**src/shared/xbrc_pkg.sv**
```systemverilog
// constants and types for the crossbar route control block
package xbrc_pkg;
   // three-level pin encoding: low, open/mid, high
   localparam logic [1:0] LVL_LOW = 2'h0;
   localparam logic [1:0] LVL_MID = 2'h1;
   localparam logic [1:0] LVL_HIGH = 2'h2;
   // output selection code: input index or high impedance
   localparam logic [2:0] SEL_IN0 = 3'h0;
   localparam logic [2:0] SEL_IN1 = 3'h1;
   localparam logic [2:0] SEL_IN2 = 3'h2;
   localparam logic [2:0] SEL_IN3 = 3'h3;
   localparam logic [2:0] SEL_HIZ = 3'h4;
   localparam int NUM_OUT = 3;
   localparam int NUM_ROUTE_PINS = 6;
   // bus inactivity timeout default, in mclk cycles
   localparam int IDLE_TIMEOUT_CYC = 32'h0098_9680;
   localparam int IDLE_CNT_W = 24;
   typedef enum logic [1:0] {
      XBRC_LIN_SLEEP,
      XBRC_LIN_WAKE,
      XBRC_LIN_ACTIVE
   } xbrc_lin_state_t;
endpackage

```
**src/design/xbrc_route_ctrl.sv**
```systemverilog
// route selection, interface selection, transceiver wake and preemphasis control
module xbrc_route_ctrl #(
   parameter int IDLE_TIMEOUT = xbrc_pkg::IDLE_TIMEOUT_CYC
) (
   input wire logic mclk,
   input wire logic rst,
   input wire logic small_variant,
   input wire logic interface_select_pin,
   input wire logic [5:0] route_pin_high,
   input wire logic [5:0] route_pin_low,
   input wire logic pd_pin_high,
   input wire logic pd_pin_low,
   input wire logic route_wr,
   input wire logic [2:0] route_wr_out0,
   input wire logic [2:0] route_wr_out1,
   input wire logic [2:0] route_wr_out2,
   input wire logic preemph_wr,
   input wire logic preemph_wr_val,
   input wire logic sleep_cmd,
   input wire logic lin_rxd,
   input wire logic lin_txd_in,
   output logic lin_mode,
   output logic [2:0] out_port_0_sel,
   output logic [2:0] out_port_1_sel,
   output logic [2:0] out_port_2_sel,
   output logic preemph_en,
   output logic powerdown,
   output logic transceiver_sleep_n,
   output logic lin_txd,
   output logic lin_txd_oe_n
);
   logic [1:0] rlev [xbrc_pkg::NUM_ROUTE_PINS];
   logic [1:0] pd_lev;
   genvar gi;
   generate
      for (gi = 0; gi < xbrc_pkg::NUM_ROUTE_PINS; gi++) begin : g_pin
         xbrc_tri_decode u_dec (
            .mclk(mclk),
            .rst(rst),
            .pin_high(route_pin_high[gi]),
            .pin_low(route_pin_low[gi]),
            .level(rlev[gi])
         );
      end
   endgenerate
   xbrc_tri_decode u_pd_dec (
      .mclk(mclk),
      .rst(rst),
      .pin_high(pd_pin_high),
      .pin_low(pd_pin_low),
      .level(pd_lev)
   );

   // decoded value valid one cycle after reset release; latch on the second
   logic [1:0] boot_cnt_reg;
   wire logic boot_done;
   wire logic boot_latch;
   assign boot_done = (boot_cnt_reg == 2'h2);
   assign boot_latch = (boot_cnt_reg == 2'h1);
   always_ff @(posedge mclk) begin
      if (rst) begin
         boot_cnt_reg <= 2'h0;
      end else if (!boot_done) begin
         boot_cnt_reg <= boot_cnt_reg + 2'h1;
      end
   end

   // per-output decode of a bank pin and a data pin
   function automatic logic [2:0] pick(input logic [1:0] bank, input logic [1:0] dat);
      logic [2:0] r;
      r = xbrc_pkg::SEL_HIZ;
      if (bank == xbrc_pkg::LVL_LOW) begin
         r = (dat == xbrc_pkg::LVL_LOW) ? xbrc_pkg::SEL_IN0 :
             (dat == xbrc_pkg::LVL_MID) ? xbrc_pkg::SEL_IN1 : xbrc_pkg::SEL_IN2;
      end else if (bank == xbrc_pkg::LVL_HIGH) begin
         // bank high with data high is undefined; held at high impedance
         r = (dat == xbrc_pkg::LVL_LOW) ? xbrc_pkg::SEL_IN3 : xbrc_pkg::SEL_HIZ;
      end
      return r;
   endfunction

   wire logic [2:0] pin_sel0;
   wire logic [2:0] pin_sel1;
   wire logic [2:0] pin_sel2;
   wire logic all_mid;
   assign pin_sel0 = pick(rlev[5], rlev[0]);
   assign pin_sel1 = pick(rlev[4], rlev[1]);
   assign pin_sel2 = pick(rlev[3], rlev[2]);
   assign all_mid = (rlev[0] == xbrc_pkg::LVL_MID) && (rlev[1] == xbrc_pkg::LVL_MID) &&
                    (rlev[2] == xbrc_pkg::LVL_MID) && (rlev[3] == xbrc_pkg::LVL_MID) &&
                    (rlev[4] == xbrc_pkg::LVL_MID) && (rlev[5] == xbrc_pkg::LVL_MID);

   // routing and interface mode registers
   logic lin_mode_reg;
   logic [2:0] sel0_reg;
   logic [2:0] sel1_reg;
   logic [2:0] sel2_reg;
   wire logic lin_mode_next;
   assign lin_mode_next = small_variant ? interface_select_pin : all_mid;
   always_ff @(posedge mclk) begin
      if (rst) begin
         lin_mode_reg <= 1'b0;
         sel0_reg <= xbrc_pkg::SEL_HIZ;
         sel1_reg <= xbrc_pkg::SEL_HIZ;
         sel2_reg <= xbrc_pkg::SEL_HIZ;
      end else if (boot_latch) begin
         lin_mode_reg <= lin_mode_next;
         if (!small_variant && !all_mid) begin
            sel0_reg <= pin_sel0;
            sel1_reg <= pin_sel1;
            sel2_reg <= pin_sel2;
         end
      end else if (route_wr && boot_done) begin
         // writes are accepted in power-down too; state simply persists
         sel0_reg <= route_wr_out0;
         sel1_reg <= route_wr_out1;
         sel2_reg <= route_wr_out2;
      end
   end
   assign lin_mode = lin_mode_reg;
   assign out_port_0_sel = sel0_reg;
   assign out_port_1_sel = sel1_reg;
   assign out_port_2_sel = sel2_reg;

   // preemphasis setting and power-down; the pd pin never clears registers
   logic preemph_reg;
   always_ff @(posedge mclk) begin
      if (rst) begin
         preemph_reg <= 1'b0;
      end else if (preemph_wr) begin
         preemph_reg <= preemph_wr_val;
      end
   end
   logic preemph_out_reg;
   logic powerdown_reg;
   always_ff @(posedge mclk) begin
      if (rst) begin
         preemph_out_reg <= 1'b0;
         powerdown_reg <= 1'b0;
      end else begin
         preemph_out_reg <= (pd_lev == xbrc_pkg::LVL_MID) |
                            ((pd_lev == xbrc_pkg::LVL_HIGH) & preemph_reg);
         powerdown_reg <= (pd_lev == xbrc_pkg::LVL_LOW);
      end
   end
   assign preemph_en = preemph_out_reg;
   assign powerdown = powerdown_reg;

   // transceiver wake / sleep
   xbrc_pkg::xbrc_lin_state_t st_reg;
   xbrc_pkg::xbrc_lin_state_t st_next;
   logic rxd_d_reg;
   logic [xbrc_pkg::IDLE_CNT_W-1:0] idle_reg;
   logic transceiver_sleep_n_reg;
   logic txd_en_reg;
   wire logic rxd_fall;
   wire logic rxd_edge;
   wire logic idle_out;
   assign rxd_fall = rxd_d_reg & ~lin_rxd;
   assign rxd_edge = rxd_d_reg ^ lin_rxd;
   assign idle_out = (idle_reg == IDLE_TIMEOUT[xbrc_pkg::IDLE_CNT_W-1:0]);
   always_comb begin
      st_next = st_reg;
      case (st_reg)
         xbrc_pkg::XBRC_LIN_SLEEP: begin
            if (lin_mode_reg && rxd_fall) begin
               st_next = xbrc_pkg::XBRC_LIN_WAKE;
            end
         end
         xbrc_pkg::XBRC_LIN_WAKE: begin
            st_next = xbrc_pkg::XBRC_LIN_ACTIVE;
         end
         xbrc_pkg::XBRC_LIN_ACTIVE: begin
            if (sleep_cmd || idle_out || !lin_mode_reg) begin
               st_next = xbrc_pkg::XBRC_LIN_SLEEP;
            end
         end
         default: begin
            st_next = xbrc_pkg::XBRC_LIN_SLEEP;
         end
      endcase
   end
   always_ff @(posedge mclk) begin
      if (rst) begin
         st_reg <= xbrc_pkg::XBRC_LIN_SLEEP;
         rxd_d_reg <= 1'b1;
         transceiver_sleep_n_reg <= 1'b0;
         txd_en_reg <= 1'b0;
      end else begin
         st_reg <= st_next;
         rxd_d_reg <= lin_rxd;
         transceiver_sleep_n_reg <= (st_next != xbrc_pkg::XBRC_LIN_SLEEP);
         txd_en_reg <= (st_next == xbrc_pkg::XBRC_LIN_ACTIVE);
      end
   end
   always_ff @(posedge mclk) begin
      if (rst || rxd_edge || st_reg != xbrc_pkg::XBRC_LIN_ACTIVE) begin
         idle_reg <= '0;
      end else if (!idle_out) begin
         idle_reg <= idle_reg + 1'b1;
      end
   end
   assign transceiver_sleep_n = transceiver_sleep_n_reg;
   // recessive high while not enabled; enable active low
   assign lin_txd_oe_n = ~txd_en_reg;
   assign lin_txd = txd_en_reg ? lin_txd_in : 1'b1;
endmodule

```
**src/design/xbrc_tri_decode.sv**
```systemverilog
// three-level pin decoder with synchronous sampling
module xbrc_tri_decode (
   input wire logic mclk,
   input wire logic rst,
   input wire logic pin_high,
   input wire logic pin_low,
   output logic [1:0] level
);
   // pad comparators give pin_high / pin_low; neither means open or mid bias
   wire logic [1:0] level_next;
   assign level_next = pin_high ? xbrc_pkg::LVL_HIGH :
                       pin_low ? xbrc_pkg::LVL_LOW : xbrc_pkg::LVL_MID;
   always_ff @(posedge mclk) begin
      if (rst) begin
         level <= xbrc_pkg::LVL_MID;
      end else begin
         level <= level_next;
      end
   end
endmodule

```
**config.mk**
```make
export PLATFORM = sky130hd
export DESIGN_NAME = xbrc_route_ctrl
export DESIGN_NICKNAME = d
export VERILOG_FILES = /design/src/shared/xbrc_pkg.sv /design/src/design/xbrc_route_ctrl.sv /design/src/design/xbrc_tri_decode.sv
export SDC_FILE = /design/constraint.sdc
export NUM_CORES = 1
export LEC_CHECK = 0
export ABC_AREA = 1
export BUFFER_PORTS_ARGS = -buffer_cell sky130_fd_sc_hd__buf_2
export CAP_MARGIN = 20
export CORE_UTILIZATION = 55
export CTS_CLUSTER_SIZE = 40
export DETAILED_ROUTE_END_ITERATION = 7
export HOLD_SLACK_MARGIN = 0.02
export MAX_ROUTING_LAYER = met4
export PLACE_DENSITY_LB_ADDON = 0.12
export SETUP_SLACK_MARGIN = 0.3
export SYNTH_ARGS = -nofsm -noshare
export SYNTH_HDL_FRONTEND = slang
export SYNTH_SLANG_ARGS = --single-unit
```
**constraint.sdc**
```tcl
create_clock -name mclk -period 1.85 [get_ports mclk]
set_clock_uncertainty 0.05 [all_clocks]
set_input_delay 0.2775 -clock mclk [delete_from_list [all_inputs] [get_ports mclk]]
set_output_delay 0.2775 -clock mclk [all_outputs]
set_load 0.005 [all_outputs]
```
### Yosys cells after proc, flatten, opt, wreduce, memory -nomap -nowiden

Cells that the tools add are included.

* input port bits: 33
* output and inout bits: 15
* flip-flop bits (word level): 58
* logic and storage cells: 116

* reduce and logical (&&, ||, !) cells: 26
* equality and inequality tests: 19
* bitwise logic cells: 6
* muxes and demuxes: 43
* $add $sub $neg: 2

Operators by type and width (count)
* 2-to-1 mux 3 bit: 18
* 2-to-1 mux 2 bit: 15
* adder 24 x 1 -> 24 bit (second input constant): 1
* equality test 24 bit (second input constant): 1
* equality test 2 x 1 -> 1 bit (second input constant): 9
* logical NOT 2 bit: 8
* equality test 2 bit (second input constant): 7
* 2-to-1 mux 1 bit: 9
* logical AND 1 bit: 8
* one-hot mux 2 bit (3 select lines): 1
* logical OR 1 bit: 4
* nonzero test 2 bit: 2
* logical NOT 1 bit: 3
* adder 2 x 1 -> 2 bit (second input constant): 1
* bitwise AND 1 bit: 2
* inequality test 2 x 1 -> 1 bit (second input constant): 1
* inequality test 2 bit (second input constant): 1
* NOT 1 bit: 2
* AND reduction 2 bit: 1
* bitwise OR 1 bit: 1
* XOR 1 bit: 1

### Logic depth before layout (Yosys ltp)

Gate-level depths: netlist of the first run.

* depth after elaboration: 10
* depth in mapped cells: 9
* depth with buffers taken out: 9

### Modules after synthesis

From an unflattened synthesis of the first run, not the netlist that was laid out.

* cell total of the unflattened synthesis: 406
* area, all modules: 2815.2 µm²

Modules (own cells, without submodules)
* xbrc_route_ctrl: area each 2403.6 µm², instances 1, sequential area each 880.8 µm², cells an instance 364
* xbrc_tri_decode: area each 58.8 µm², instances 7, sequential area each 40.0 µm², cells an instance 6

### Least setup slack after synthesis of the first run

OpenSTA, ideal clock, no wires.

* path type: register to register
* from: reg boot_cnt_reg[1]
* to: reg sel0_reg[0] (netlist: out_port_0_sel[0])
* buffers on the path: 2
* data required time: 1685 ps
* data arrival time: 1292 ps
* library setup time: 115 ps
* slack: 393 ps
* period minus slack after synthesis: 1457 ps
* stages on the path, launching flop included: 9
* path through: dfxtp_1 inv_1 ha_1 buf_2 inv_2 nand3_1 buf_2 a21oi_1 nor2_1

* cells in the longest elaborated chain, start to end: 4
* elaborated cells on any way between the ends: 7
* those cells by class: eq/ne (3); mux (1); reduce/logical (3)

Ends and longest elaborated chain
* start: declaration: line xbrc_route_ctrl.sv:55 `logic [1:0] boot_cnt_reg;`
* start signal: assignment: line xbrc_route_ctrl.sv:64 `boot_cnt_reg <= boot_cnt_reg + 2'h1;`
* equality test 2 bit: line xbrc_route_ctrl.sv:58 `assign boot_done = (boot_cnt_reg == 2'h2);`
* logical AND 1 bit: line xbrc_route_ctrl.sv:113 `end else if (route_wr && boot_done) begin`
* nonzero test 2 bit (no line)
* AND reduction 2 bit (no line)
* end signal: assignment: line xbrc_route_ctrl.sv:103 `sel0_reg <= xbrc_pkg::SEL_HIZ;`
* end signal: assignment: line xbrc_route_ctrl.sv:109 `sel0_reg <= pin_sel0;`
* end signal: assignment: line xbrc_route_ctrl.sv:115 `sel0_reg <= route_wr_out0;`
* end: declaration: line xbrc_route_ctrl.sv:95 `logic [2:0] sel0_reg;`

Parallel ways exist; a longest one is shown, timed or not.
A chain may end at the register's enable or synchronous reset.

### Worst setup path after layout of the first run

* from: reg idle_reg[0] (netlist name)
* to: reg idle_reg[10] (netlist name)

* cells in the longest elaborated chain, start to end: 1
* elaborated cells on any way between the ends: 2
* those cells by class: add/sub (1); eq/ne (1)

Ends and longest elaborated chain
* start: declaration: line xbrc_route_ctrl.sv:153 `logic [xbrc_pkg::IDLE_CNT_W-1:0] idle_reg;`
* start signal: assignment: line xbrc_route_ctrl.sv:200 `idle_reg <= idle_reg + 1'b1;`
* adder 24 x 1 -> 24 bit or equality test 24 bit (tied branches): line xbrc_route_ctrl.sv:200, xbrc_route_ctrl.sv:161

Parallel ways exist; a longest one is shown, timed or not.

==> summary.md, run 1 <==
| Metric | Value |
|---|---|
| Vias in the first global route | `2414` |
| Worst reg2reg path depth | `6` |
| CTS H-tree lvls | `3` |
| Critical Path Source | `idle_reg[0]$_SDFFE_PP0N_` |
| GPL Wtd Cong | `0.838` |
| CP endpoint | `idle_reg[10]$_SDFFE_PP0N_` |
| Reg clk slew, reported paths | `60 ps` |
| Cells after synthesis | `409` |
| DRC Markers | `0` |
| Placed Cells | `518` |
| Final worst-path cycle share | `80.0%` |
| Power Density | `989 nW/um2` |
| Syn avg cell area | `6.73 um2` |
| Reg2reg setup slack | `370 ps` |
| Crit Path Category | `reg -> reg` |
| CP arrival | `1700 ps` |
| Antenna Nets Post-Route | `0` |
| Post-synth ARST share | `0%` |
| Initial Util | `57.5%` |
| Die area | `5290 um2` |
| HPWL Detailed | `4300 um` |
| Area of the multi-input gates | `1360 um2` |
| Clk_lat worst skew | `330 ps` |
| Flops & latches, synth | `58` |
| Post-Synthesis Cell Area | `2750 um2` |
| Yosys top cell by area | `dfxtp_1` |
| Total Negative Setup Slacks | `0 ps` |
| Slew headroom | `81.4%` |
| Min cycle time layout | `1480 ps` |
| FF-to-FF Start | `idle_reg[0]$_SDFFE_PP0N_` |
| Worst path required time | `2070 ps` |
| Share of layout cells above drive strength 1 | `18.8%` |
| Max clock buf depth | `2` |
| Total grt overflow | `0` |
| Slowest cell on the critical path | `dfxtp_2` |
| Combinational share of power | `17.1%` |
| First-pass GRT wire length | `10000 um` |
| Post-synth cell types | `26` |
| Vias per inst | `4.92` |
| Fillers | `417` |
| Total leakage power | `0.00148 uW` |
| Drt pass-1 iters | `4` |
| Post-synth EDFFs | `0` |
| Area Growth Syn to Fin | `20.7%` |
| Flip-flop count of the largest register after layout | `24` |
| Tightest Pin Transition | `277 ps` |
| Slew Limit Fails | `0` |
| Die height | `72.8 um` |
| Clock power frac | `39.5%` |
| Clock sink count | `58` |
| Root Buffer | `clkbuf_8` |
| Die width | `72.8 um` |
| Setup Viol. Count Final | `0` |
| VDD IR max | `0.598 mV` |
| Longest individual stage delay on the worst path | `360 ps` |
| Net Sw Frac | `26.1%` |
| CTS Buf Count | `9` |
| Min-delay worst type | `in -> reg` |
| Share of the synthesized area in the top cell type | `42.2%` |
| Status | `completed` |
| Startpoint Class | `flip-flop` |
| Non-Filler Instances | `535` |
| RSZ-0062 raised after global routing | `no` |
| Avg WL per Cell | `11.0 um` |
| Commonest cells in the netlist | `nand2_1, dfxtp_1, nor2_1, inv_1, a21oi_1` |
| Fin. Hold Viols | `0` |
| Vias | `2631` |
| Sequential area share after synthesis | `42.2%` |
| CTS Hold Bufs | `0` |
| Crit path top cell by count | `nand2_2` |
| Largest net degree at the start of global routing | `24` |
| Most common cell in the netlist | `nand2_1` |
| CP endpoint kind | `flip-flop` |
| Yosys warnings | `0` |
| Antenna cell count | `0` |
| Port bufs | `47` |
| 1st-iter DRT viols | `120` |
| Core Area | `4790 um2` |
| Worst-path cell chain | `ha_2, nand2_2, nor2_4, nand2_2, or3_1, a21oi_1` |
| Internal Power | `2430 uW` |
| Net Count, Synth | `447` |
| Seq. cell area | `1160 um2` |
| Gr usage total | `25.7%` |
| Sequential power share | `43.4%` |
| # rows | `25` |
| Drt total wl | `5870 um` |
| Top post-synthesis cells by area | `dfxtp_1, nand2_1, nor2_1, inv_1, a21oi_1` |
| Total of max-cap violations | `0` |
| RR Endpoint | `idle_reg[10]$_SDFFE_PP0N_` |
| Nets | `502` |
| CTS tree | `done` |
| Worst-path fanout max | `5` |
| Initial antenna violation count | `0` |
| Ys flop type | `dfxtp_1` |
| Sw Pwr | `856 uW` |
| Ports | `48` |
| Max Freq | `676 MHz` |
## cell usage in the layout (no fill, tap or decap), drive strengths merged, types with 2 or more instances in the layout
| master | count |
|---|---|
| nor2 | 62 |
| nand2 | 105 |
| o21ai | 30 |
| ha | 5 |
| clkbuf | 13 |
| nand3 | 31 |
| bufinv | 2 |
| a21oi | 32 |
| inv | 58 |
| buf | 53 |
| nand4 | 6 |
| or2 | 2 |
| nand3b | 5 |
| dfxtp | 58 |
## worst max-delay path, delay by kind of cell (launching register included)
kind | cells | cell delay [ps]
AND/OR/NAND/NOR | 4 | 660
flip-flops | 1 | 360
adder cells (fa/ha/maj) | 1 | 230
AO/OA/AOI/OAI | 1 | 120
## final cells by class
cell class | instances | share of cell area, %
Clock buffer | 13 | 4.78
Clock inverter | 2 | 1.81
Inverter | 58 | 6.55
Multi-Input combinational cell | 284 | 40.9
Sequential cell | 58 | 35.0
Tap cell | 67 | 2.52
Timing Repair Buffer | 53 | 8.43
## cells by family after synthesis
group	Yosys count	share of synthesized area, %
flip-flops	58	42.2
XOR/XNOR	2	0.636
adder cells (fa/ha/maj)	5	2.27
AND/OR/NAND/NOR	214	33.9
AO/OA/AOI/OAI	63	11.5
buffers and inverters	67	9.50
## worst min-delay path by stage
stage,from,end,slack [ps],cells past startpoint
2_1_floorplan,preemph_wr,preemph_reg$_SDFFE_PP0P_,320,1
3_3_place_gp,u_pd_dec.level[1]$_SDFF_PP0_,powerdown$_SDFF_PP0_,380,1
3_5_place_dp,u_pd_dec.level[1]$_SDFF_PP0_,powerdown$_SDFF_PP0_,400,1
4_1_cts,preemph_wr,preemph_reg$_SDFFE_PP0P_,60,2
5_1_grt,preemph_wr,preemph_reg$_SDFFE_PP0P_,60,2
6_report,preemph_wr,preemph_reg$_SDFFE_PP0P_,80,2
## metrics by stage
stage | hold slack (ps) | power [uW] | cell area, um2 | worst slack (ps) | util (%)
after floorplan | 321 | 1790 | 2750 | 393 | -
after global placement | 381 | 1960 | 3060 | 317 | 63.9
after detailed placement | 399 | 1980 | 3060 | 266 | 63.9
after CTS | 64.8 | 3280 | 3280 | 308 | 68.6
after global routing | 61.1 | 3480 | 3320 | 292 | 69.4
final | 76.5 | 3290 | 3320 | 371 | 69.4
## metal layers
metal	part of all wire (%)	GRT usage, %	vias to the layer above
met2	48	42.0	66
met1	46	29.8	1158
met4	1.6	11.3	0
li1	-	-	1400
met3	4.8	6.63	7
met5	0	-	-
## timing repair
action | CTS | global route
pin swaps | 0 | 1
setup buffers | 0 | 2
resized for setup | 1 | 6
endpoints found under the setup margin | 5 | 13
gates cloned | 0 | 0
## power by group through the flow
stage | Clock [uW] | Combinational (uW) | Sequential (uW)
finish | 1300 | 561 | 1430
global route | 1390 | 647 | 1440
CTS | 1310 | 541 | 1420
detailed placement | 0 | 533 | 1450
global placement | 0 | 516 | 1440
floorplan | 0 | 345 | 1450
(Power assumes the default switching activity.)
==> run 2: changes to the inputs <==
Clock period 1.85 ns to 1.4 ns, I/O delays scaled along.
==> summary.md, run 2 (synthesis results as in run 1) <==
| Metric | Value |
|---|---|
| Status | `finished with violations` |
| Failing checks | `negative setup slack` |
| RR Endpoint | `transceiver_sleep_n$_SDFF_PP0_` |
| Vias in the first global route | `2710 (+12%)` |
| # rows | `25 (unchanged)` |
| Seq. cell area | `1240 um2 (+6.5%)` |
| Min-delay worst type | `in -> reg` |
| Port bufs | `47 (unchanged)` |
| Area of the multi-input gates | `1770 um2 (+30%)` |
| RSZ-0062 raised after global routing | `yes` |
| Largest net degree at the start of global routing | `24 (unchanged)` |
| Vias | `3301 (+25%)` |
| GPL Wtd Cong | `0.882 (+5.2%)` |
| Power Density | `1120 nW/um2 (+13%)` |
| Hold Crit Endpoint | `g_pin[1].u_dec.level[0]$_SDFF_PP1_` |
| Worst Hold Path Cells | `2 (unchanged)` |
| Reg clk slew, reported paths | `70 ps (about the same)` |
| Hold_sp | `route_pin_high[1]` |
| Core Area | `4790 um2 (unchanged)` |
| Vias per inst | `5.72 (+16%)` |
| Die width | `72.8 um (unchanged)` |
| Sw Pwr | `1530 uW (+79%)` |
| Clk_lat worst skew | `340 ps (about the same)` |
| Min cycle time layout | `1510 ps (+34.3 ps)` |
| Die area | `5290 um2 (unchanged)` |
| CTS H-tree lvls | `3 (unchanged)` |
| Initial antenna violation count | `0 (unchanged)` |
| Startpoint Class | `flip-flop` |
| Setup Viol. Count Final | `7 (+7)` |
| Clock power frac | `32.6% (-6.9 points)` |
| Drt total wl | `9880 um (+68%)` |
| Initial Util | `57.5% (unchanged)` |
| Avg WL per Cell | `17.1 um (+56%)` |
| Final worst-path cycle share | `108% (+28 points)` |
| Share of layout cells above drive strength 1 | `46.3% (+27 points)` |
| Max Freq | `661 MHz (-2.3%)` |
| Total Negative Setup Slacks | `-378 ps (-378 ps)` |
| Setup WS post-layout | `-114 ps (-484 ps)` |
| Crit Path Category | `reg -> reg` |
| Total grt overflow | `0 (unchanged)` |
| Nets | `543 (+8.2%)` |
| CP endpoint kind | `flip-flop` |
| Worst path required time | `1580 ps (-490 ps)` |
| Commonest non-fill, non-tap cell in the layout | `nand2_1` |
| Tightest Pin Transition | `332 ps (+54.8 ps)` |
| Internal Power | `3190 uW (+31%)` |
| Fillers | `218 (-48%)` |
| Worst reg2reg path depth | `9 (+3)` |
| Gr usage total | `31.0% (+5.3 points)` |
| Slew headroom | `77.7% (-3.7 points)` |
| Ports | `48 (unchanged)` |
| Max clock buf depth | `2 (unchanged)` |
| CP arrival | `1700 ps (about the same)` |
| Hold Slack | `39.1 ps (-37.4 ps)` |
| Total of max-cap violations | `0 (unchanged)` |
| Antenna Nets Post-Route | `0 (unchanged)` |
| Fin. Hold Viols | `0 (unchanged)` |
| Die height | `72.8 um (unchanged)` |
| Flip-flop count of the largest register after layout | `24 (unchanged)` |
| DRC Markers | `0 (unchanged)` |
| Worst-path fanout max | `6 (+1)` |
| First-pass GRT wire length | `12000 um (+20%)` |
| CTS tree | `done` |
| Drt pass-1 iters | `8 (+4)` |
| Slew Limit Fails | `0 (unchanged)` |
| Sequential power share | `40.5% (-2.9 points)` |
| Reg2reg setup slack | `-110 ps (-480 ps)` |
| Most frequent cells in the layout | `nand2_1, buf_2, inv_1, nor2_1, dfxtp_2` |
| CTS Buf Count | `9 (unchanged)` |
| VDD IR max | `1.04 mV (+75%)` |
| Total leakage power | `0.00180 uW (+21%)` |
| FF-to-FF Start | `idle_reg[0]$_SDFFE_PP0N_` |
| 1st-iter DRT viols | `381 (+220%)` |
| Antenna cell count | `0 (unchanged)` |
| HPWL Detailed | `4350 um (+1.1%)` |
| Net Sw Frac | `32.5% (+6.4 points)` |
| Area Growth Syn to Fin | `53.7%` |
| Combinational share of power | `26.9% (+9.8 points)` |
| Clock sink count | `58 (unchanged)` |
| Root Buffer | `clkbuf_8` |
run 2: cell types whose count changed in the layout (fill, tap and decap cells not counted), sizes merged:
cell / before / now
clkbuf: 13 / 10
clkinv: 0 / 3
clkinvlp: 0 / 5
inv: 58 / 57
bufinv: 2 / 1
buf: 53 / 76
dlygate4sd3: 0 / 15
nand3: 31 / 32
run 2: layout make-up:
class / instances / area share [%]
clock inverters: 7 / 1.66
inverters: 58 / 5.73
flip-flops and latches: 58 / 29.3
repair inverters: 1 / 0.177
well taps: 67 / 1.98
multi-input cells: 285 / 41.7
clock buffers: 9 / 2.93
repair buffers: 92 / 16.5
run 2: metal layers:
metal	wire, um	track usage, %
met5	0	-
met4	498	13.5
met3	885	6.63
met2	4770	47.9
met1	3730	39.2
run 2: worst max-delay path by stage:
stage,from,endpoint,slack [ps],cells after the start
after floorplan,idle_reg[1]$_SDFFE_PP0N_,idle_reg[10]$_SDFFE_PP0N_,110,6
after global placement,g_pin[4].u_dec.level[0]$_SDFF_PP1_,out_port_1_sel[2]$_SDFFE_PP1P_,50,7
after detailed placement,g_pin[4].u_dec.level[0]$_SDFF_PP1_,out_port_0_sel[2]$_SDFFE_PP1P_,20,7
after CTS,idle_reg[1]$_SDFFE_PP0N_,transceiver_sleep_n$_SDFF_PP0_,80,9
after global routing,idle_reg[0]$_SDFFE_PP0N_,transceiver_sleep_n$_SDFF_PP0_,-180,9
final,idle_reg[0]$_SDFFE_PP0N_,transceiver_sleep_n$_SDFF_PP0_,-110,9
run 2: per-stage QoR:
stage	cells	utilization, %	area (um2)	total power [uW]	setup WS (ps)
after global placement	523	67.3	3220	2680	52.5
after detailed placement	523	67.3	3220	2700	20.8
after CTS	570	82.0	3920	4450	76.3
after global routing	577	88.4	4230	4900	-176
after floorplan	409	-	2900	2500	112
final	577	88.4	4230	4730	-114
run 2: repair_timing:
action	4_1_cts	5_1_grt
pin swaps	20	38
buffers inserted	12	7
endpoints found under the hold margin	11	0
endpoints found under the setup margin	38	42
hold buffers	15	0
cloned	4	0
gates resized for setup	74	85
run 2: power by group through the flow:
| stage | clock (uW) | combinational [uW] | sequential (uW) |
|---|---|---|---|
| 3_3_place_gp | 0 | 760 | 1920 |
| 2_1_floorplan | 0 | 576 | 1920 |
| 3_5_place_dp | 0 | 779 | 1920 |
| 4_1_cts | 1530 | 1050 | 1880 |
| 6_report | 1540 | 1270 | 1920 |
| 5_1_grt | 1620 | 1360 | 1920 |
run 2: worst max-delay path, stage by stage (launching register included):
cell,delay [ps]
dfxtp_4,380
inv_4,60
ha_4,120
nand3b_1,90
nor2_1,190
nand3_2,180
nand2_1,120
nand2_1,70
nand2_2,80
nand2_1,50
==> run 3: changes to the inputs <==
Settings changed: BUFFER_PORTS_ARGS -buffer_cell sky130_fd_sc_hd__buf_2 to -buffer_cell sky130_fd_sc_hd__buf_4.
==> summary.md, run 3 (synthesis results as in run 1) <==
| Metric | Value |
|---|---|
| Avg WL per Cell | `19.2 um (+12%)` |
| Final worst-path cycle share | `113% (+4.8 points)` |
| Status | `finished with violations` |
| GR peak layer | `met2` |
| RR Endpoint | `idle_reg[1]$_SDFFE_PP0N_` |
| CP arrival | `1810 ps (+110 ps)` |
| DRC Markers | `0 (unchanged)` |
| Hold Slack | `30.0 ps (-9.11 ps)` |
| Total leakage power | `0.00191 uW (+6.2%)` |
| Nets | `546 (+0.55%)` |
| Fin. Hold Viols | `0 (unchanged)` |
| First-pass GRT wire length | `12500 um (+4.1%)` |
| CTS Buf Count | `9 (unchanged)` |
| Slew headroom | `67.9% (-9.8 points)` |
| Antenna Nets Post-Route | `0 (unchanged)` |
| Clock power frac | `34.3% (+1.7 points)` |
| Sequential power share | `37.3% (-3.2 points)` |
| Power Density | `1170 nW/um2 (+4.4%)` |
| Total grt overflow | `0 (unchanged)` |
| Failing checks | `negative setup slack` |
| Crit Path Category | `reg -> reg` |
| Initial Util | `57.5% (unchanged)` |
| Sw Pwr | `1620 uW (+5.8%)` |
| RSZ-0062 raised after global routing | `yes` |
| Gr usage total | `32.1% (+1.1 points)` |
| Min-delay worst type | `in -> reg` |
| Max Freq | `633 MHz (-4.2%)` |
| Met2 usage | `52.2% (+4.4 points)` |
| Core Area | `4790 um2 (unchanged)` |
| Pre-CTS WS | `23.4 ps (+2.64 ps)` |
| Combinational share of power | `28.4% (+1.5 points)` |
| Startpoint Class | `flip-flop` |
| CTS H-tree lvls | `3 (unchanged)` |
| Most frequent cells in the layout | `nand2_1, buf_4, nor2_1` |
| Reg clk slew, reported paths | `80 ps (about the same)` |
| Area post-placement | `3320 um2 (+3.2%)` |
| Commonest non-fill, non-tap cell in the layout | `nand2_1` |
| Vias in the first global route | `2813 (+3.8%)` |
| Clock sink count | `58 (unchanged)` |
| Largest net degree at the start of global routing | `24 (unchanged)` |
| Ports | `48 (unchanged)` |
| Drt pass-1 iters | `6 (-2)` |
| Worst-path fanout max | `5 (-1)` |
| Area Growth Syn to Fin | `60.3%` |
| Flip-flop count of the largest register after layout | `24 (unchanged)` |
| Die area | `5290 um2 (unchanged)` |
| CTS tree | `done` |
| Vias | `3493 (+5.8%)` |
| Tightest Pin Transition | `477 ps (+145 ps)` |
| Antenna cell count | `0 (unchanged)` |
| Root Buffer | `clkbuf_8` |
| Min cycle time layout | `1580 ps (+67.2 ps)` |
| Initial antenna violation count | `0 (unchanged)` |
| Total power | `5150 uW (+8.9%)` |
| VDD IR max | `0.899 mV (-14%)` |
| Die height | `72.8 um (unchanged)` |
| Max clock buf depth | `2 (unchanged)` |
| Met3 Use GR | `7.32% (+0.69 points)` |
| Worst path required time | `1630 ps (+50 ps)` |
| Worst Hold Path Cells | `2 (unchanged)` |
| Vias per inst | `6.02 (+5.3%)` |
| Internal Power | `3520 uW (+10%)` |
| 1st-iter DRT viols | `530 (+39%)` |
| Reg2reg setup slack | `-180 ps (-70 ps)` |
| Port bufs | `47 (unchanged)` |
| GPL Wtd Cong | `0.908 (+2.9%)` |
| Net Sw Frac | `31.5% (-0.94 points)` |
| Total of max-cap violations | `0 (unchanged)` |
| FF-to-FF Start | `idle_reg[14]$_SDFFE_PP0N_` |
| Share of layout cells above drive strength 1 | `46.4% (+0.12 points)` |
| Worst reg2reg path depth | `8 (-1)` |
| HPWL Detailed | `4520 um (+4.0%)` |
| Clk_lat worst skew | `350 ps (about the same)` |
| Routing usage on met1 | `39.3% (+0.12 points)` |
| # rows | `25 (unchanged)` |
| CP endpoint kind | `flip-flop` |
| Hold Crit Endpoint | `g_pin[1].u_dec.level[0]$_SDFF_PP1_` |
| Setup Viol. Count Final | `10 (+3)` |
| Slew Limit Fails | `0 (unchanged)` |
| Setup WS post-layout | `-181 ps (-67.2 ps)` |
| Post-Layout Inst Area | `4420 um2 (+4.3%)` |
| Drt total wl | `11200 um (+13%)` |
| Die width | `72.8 um (unchanged)` |
| Fillers | `166 (-24%)` |
| Hold_sp | `route_pin_high[1]` |
-- run 3: cell count changes in the layout (fill, tap and decap cells not counted), sizes merged --
cell | previous run | this run
buf | 76 | 82
clkinvlp | 5 | 3
bufinv | 1 | 2
clkbuf | 10 | 9
dlygate4sd3 | 15 | 14
inv | 57 | 58
nand3 | 32 | 31
-- run 3: critical path: stages (launching register included) --
cell	delay [ps]
dfxtp_4	370
nor2_1	130
nand3_1	140
nor2_1	230
nand3_2	190
buf_4	180
nand2_1	60
nand2_1	60
nor2_1	90
-- run 3: area by class of cell --
| class | count | area [um2] | area share (%) |
|---|---|---|---|
| multi-input cells | 284 | 1780 | 40.2 |
| flip-flops and latches | 58 | 1230 | 27.9 |
| repair buffers | 96 | 863 | 19.6 |
| inverters | 58 | 235 | 5.33 |
| clock buffers | 9 | 124 | 2.81 |
| clock inverters | 7 | 93.8 | 2.13 |
| well taps | 67 | 83.8 | 1.90 |
| repair inverters | 1 | 7.51 | 0.170 |
-- run 3: power groups by stage --
stage	clock, uW	sequential (uW)	combinational (uW)
after floorplan	0	1920	576
after global placement	0	1920	835
after detailed placement	0	1930	851
after CTS	1710	1890	1110
after global routing	1840	1930	1560
final	1770	1920	1460
-- run 3: metrics by stage --
| step | TNS (ps) | util, % | std cells |
|---|---|---|---|
| 2_1_floorplan | 0 | - | 409 |
| 5_1_grt | -1410 | 92.3 | 580 |
| 3_3_place_gp | 0 | 69.4 | 521 |
| 6_report | -998 | 92.3 | 580 |
| 4_1_cts | 0 | 83.7 | 566 |
| 3_5_place_dp | 0 | 69.4 | 521 |
-- run 3: worst max-delay path by stage --
stage	start	endpoint
floorplan	idle_reg[1]$_SDFFE_PP0N_	idle_reg[10]$_SDFFE_PP0N_
global placement	idle_reg[1]$_SDFFE_PP0N_	idle_reg[10]$_SDFFE_PP0N_
detailed placement	idle_reg[0]$_SDFFE_PP0N_	idle_reg[10]$_SDFFE_PP0N_
CTS	idle_reg[1]$_SDFFE_PP0N_	idle_reg[10]$_SDFFE_PP0N_
global route	idle_reg[10]$_SDFFE_PP0N_	idle_reg[0]$_SDFFE_PP0N_
finish	idle_reg[14]$_SDFFE_PP0N_	idle_reg[1]$_SDFFE_PP0N_
-- run 3: timing repair --
action	CTS	global route
gates cloned	2	0
gates resized for setup	62	94
hold buffers	13	1
setup buffers	14	13
endpoints found under the hold margin	7	1
setup endpoints to repair	41	43
pin swaps	29	35
-- run 3: routing by layer --
layer	vias to the layer above	wire [um]	share of wire, %
met4	0	709	6.4
met5	-	0	0
met2	301	5430	49
met3	87	1180	11
li1	1498	-	-
met1	1607	3840	34
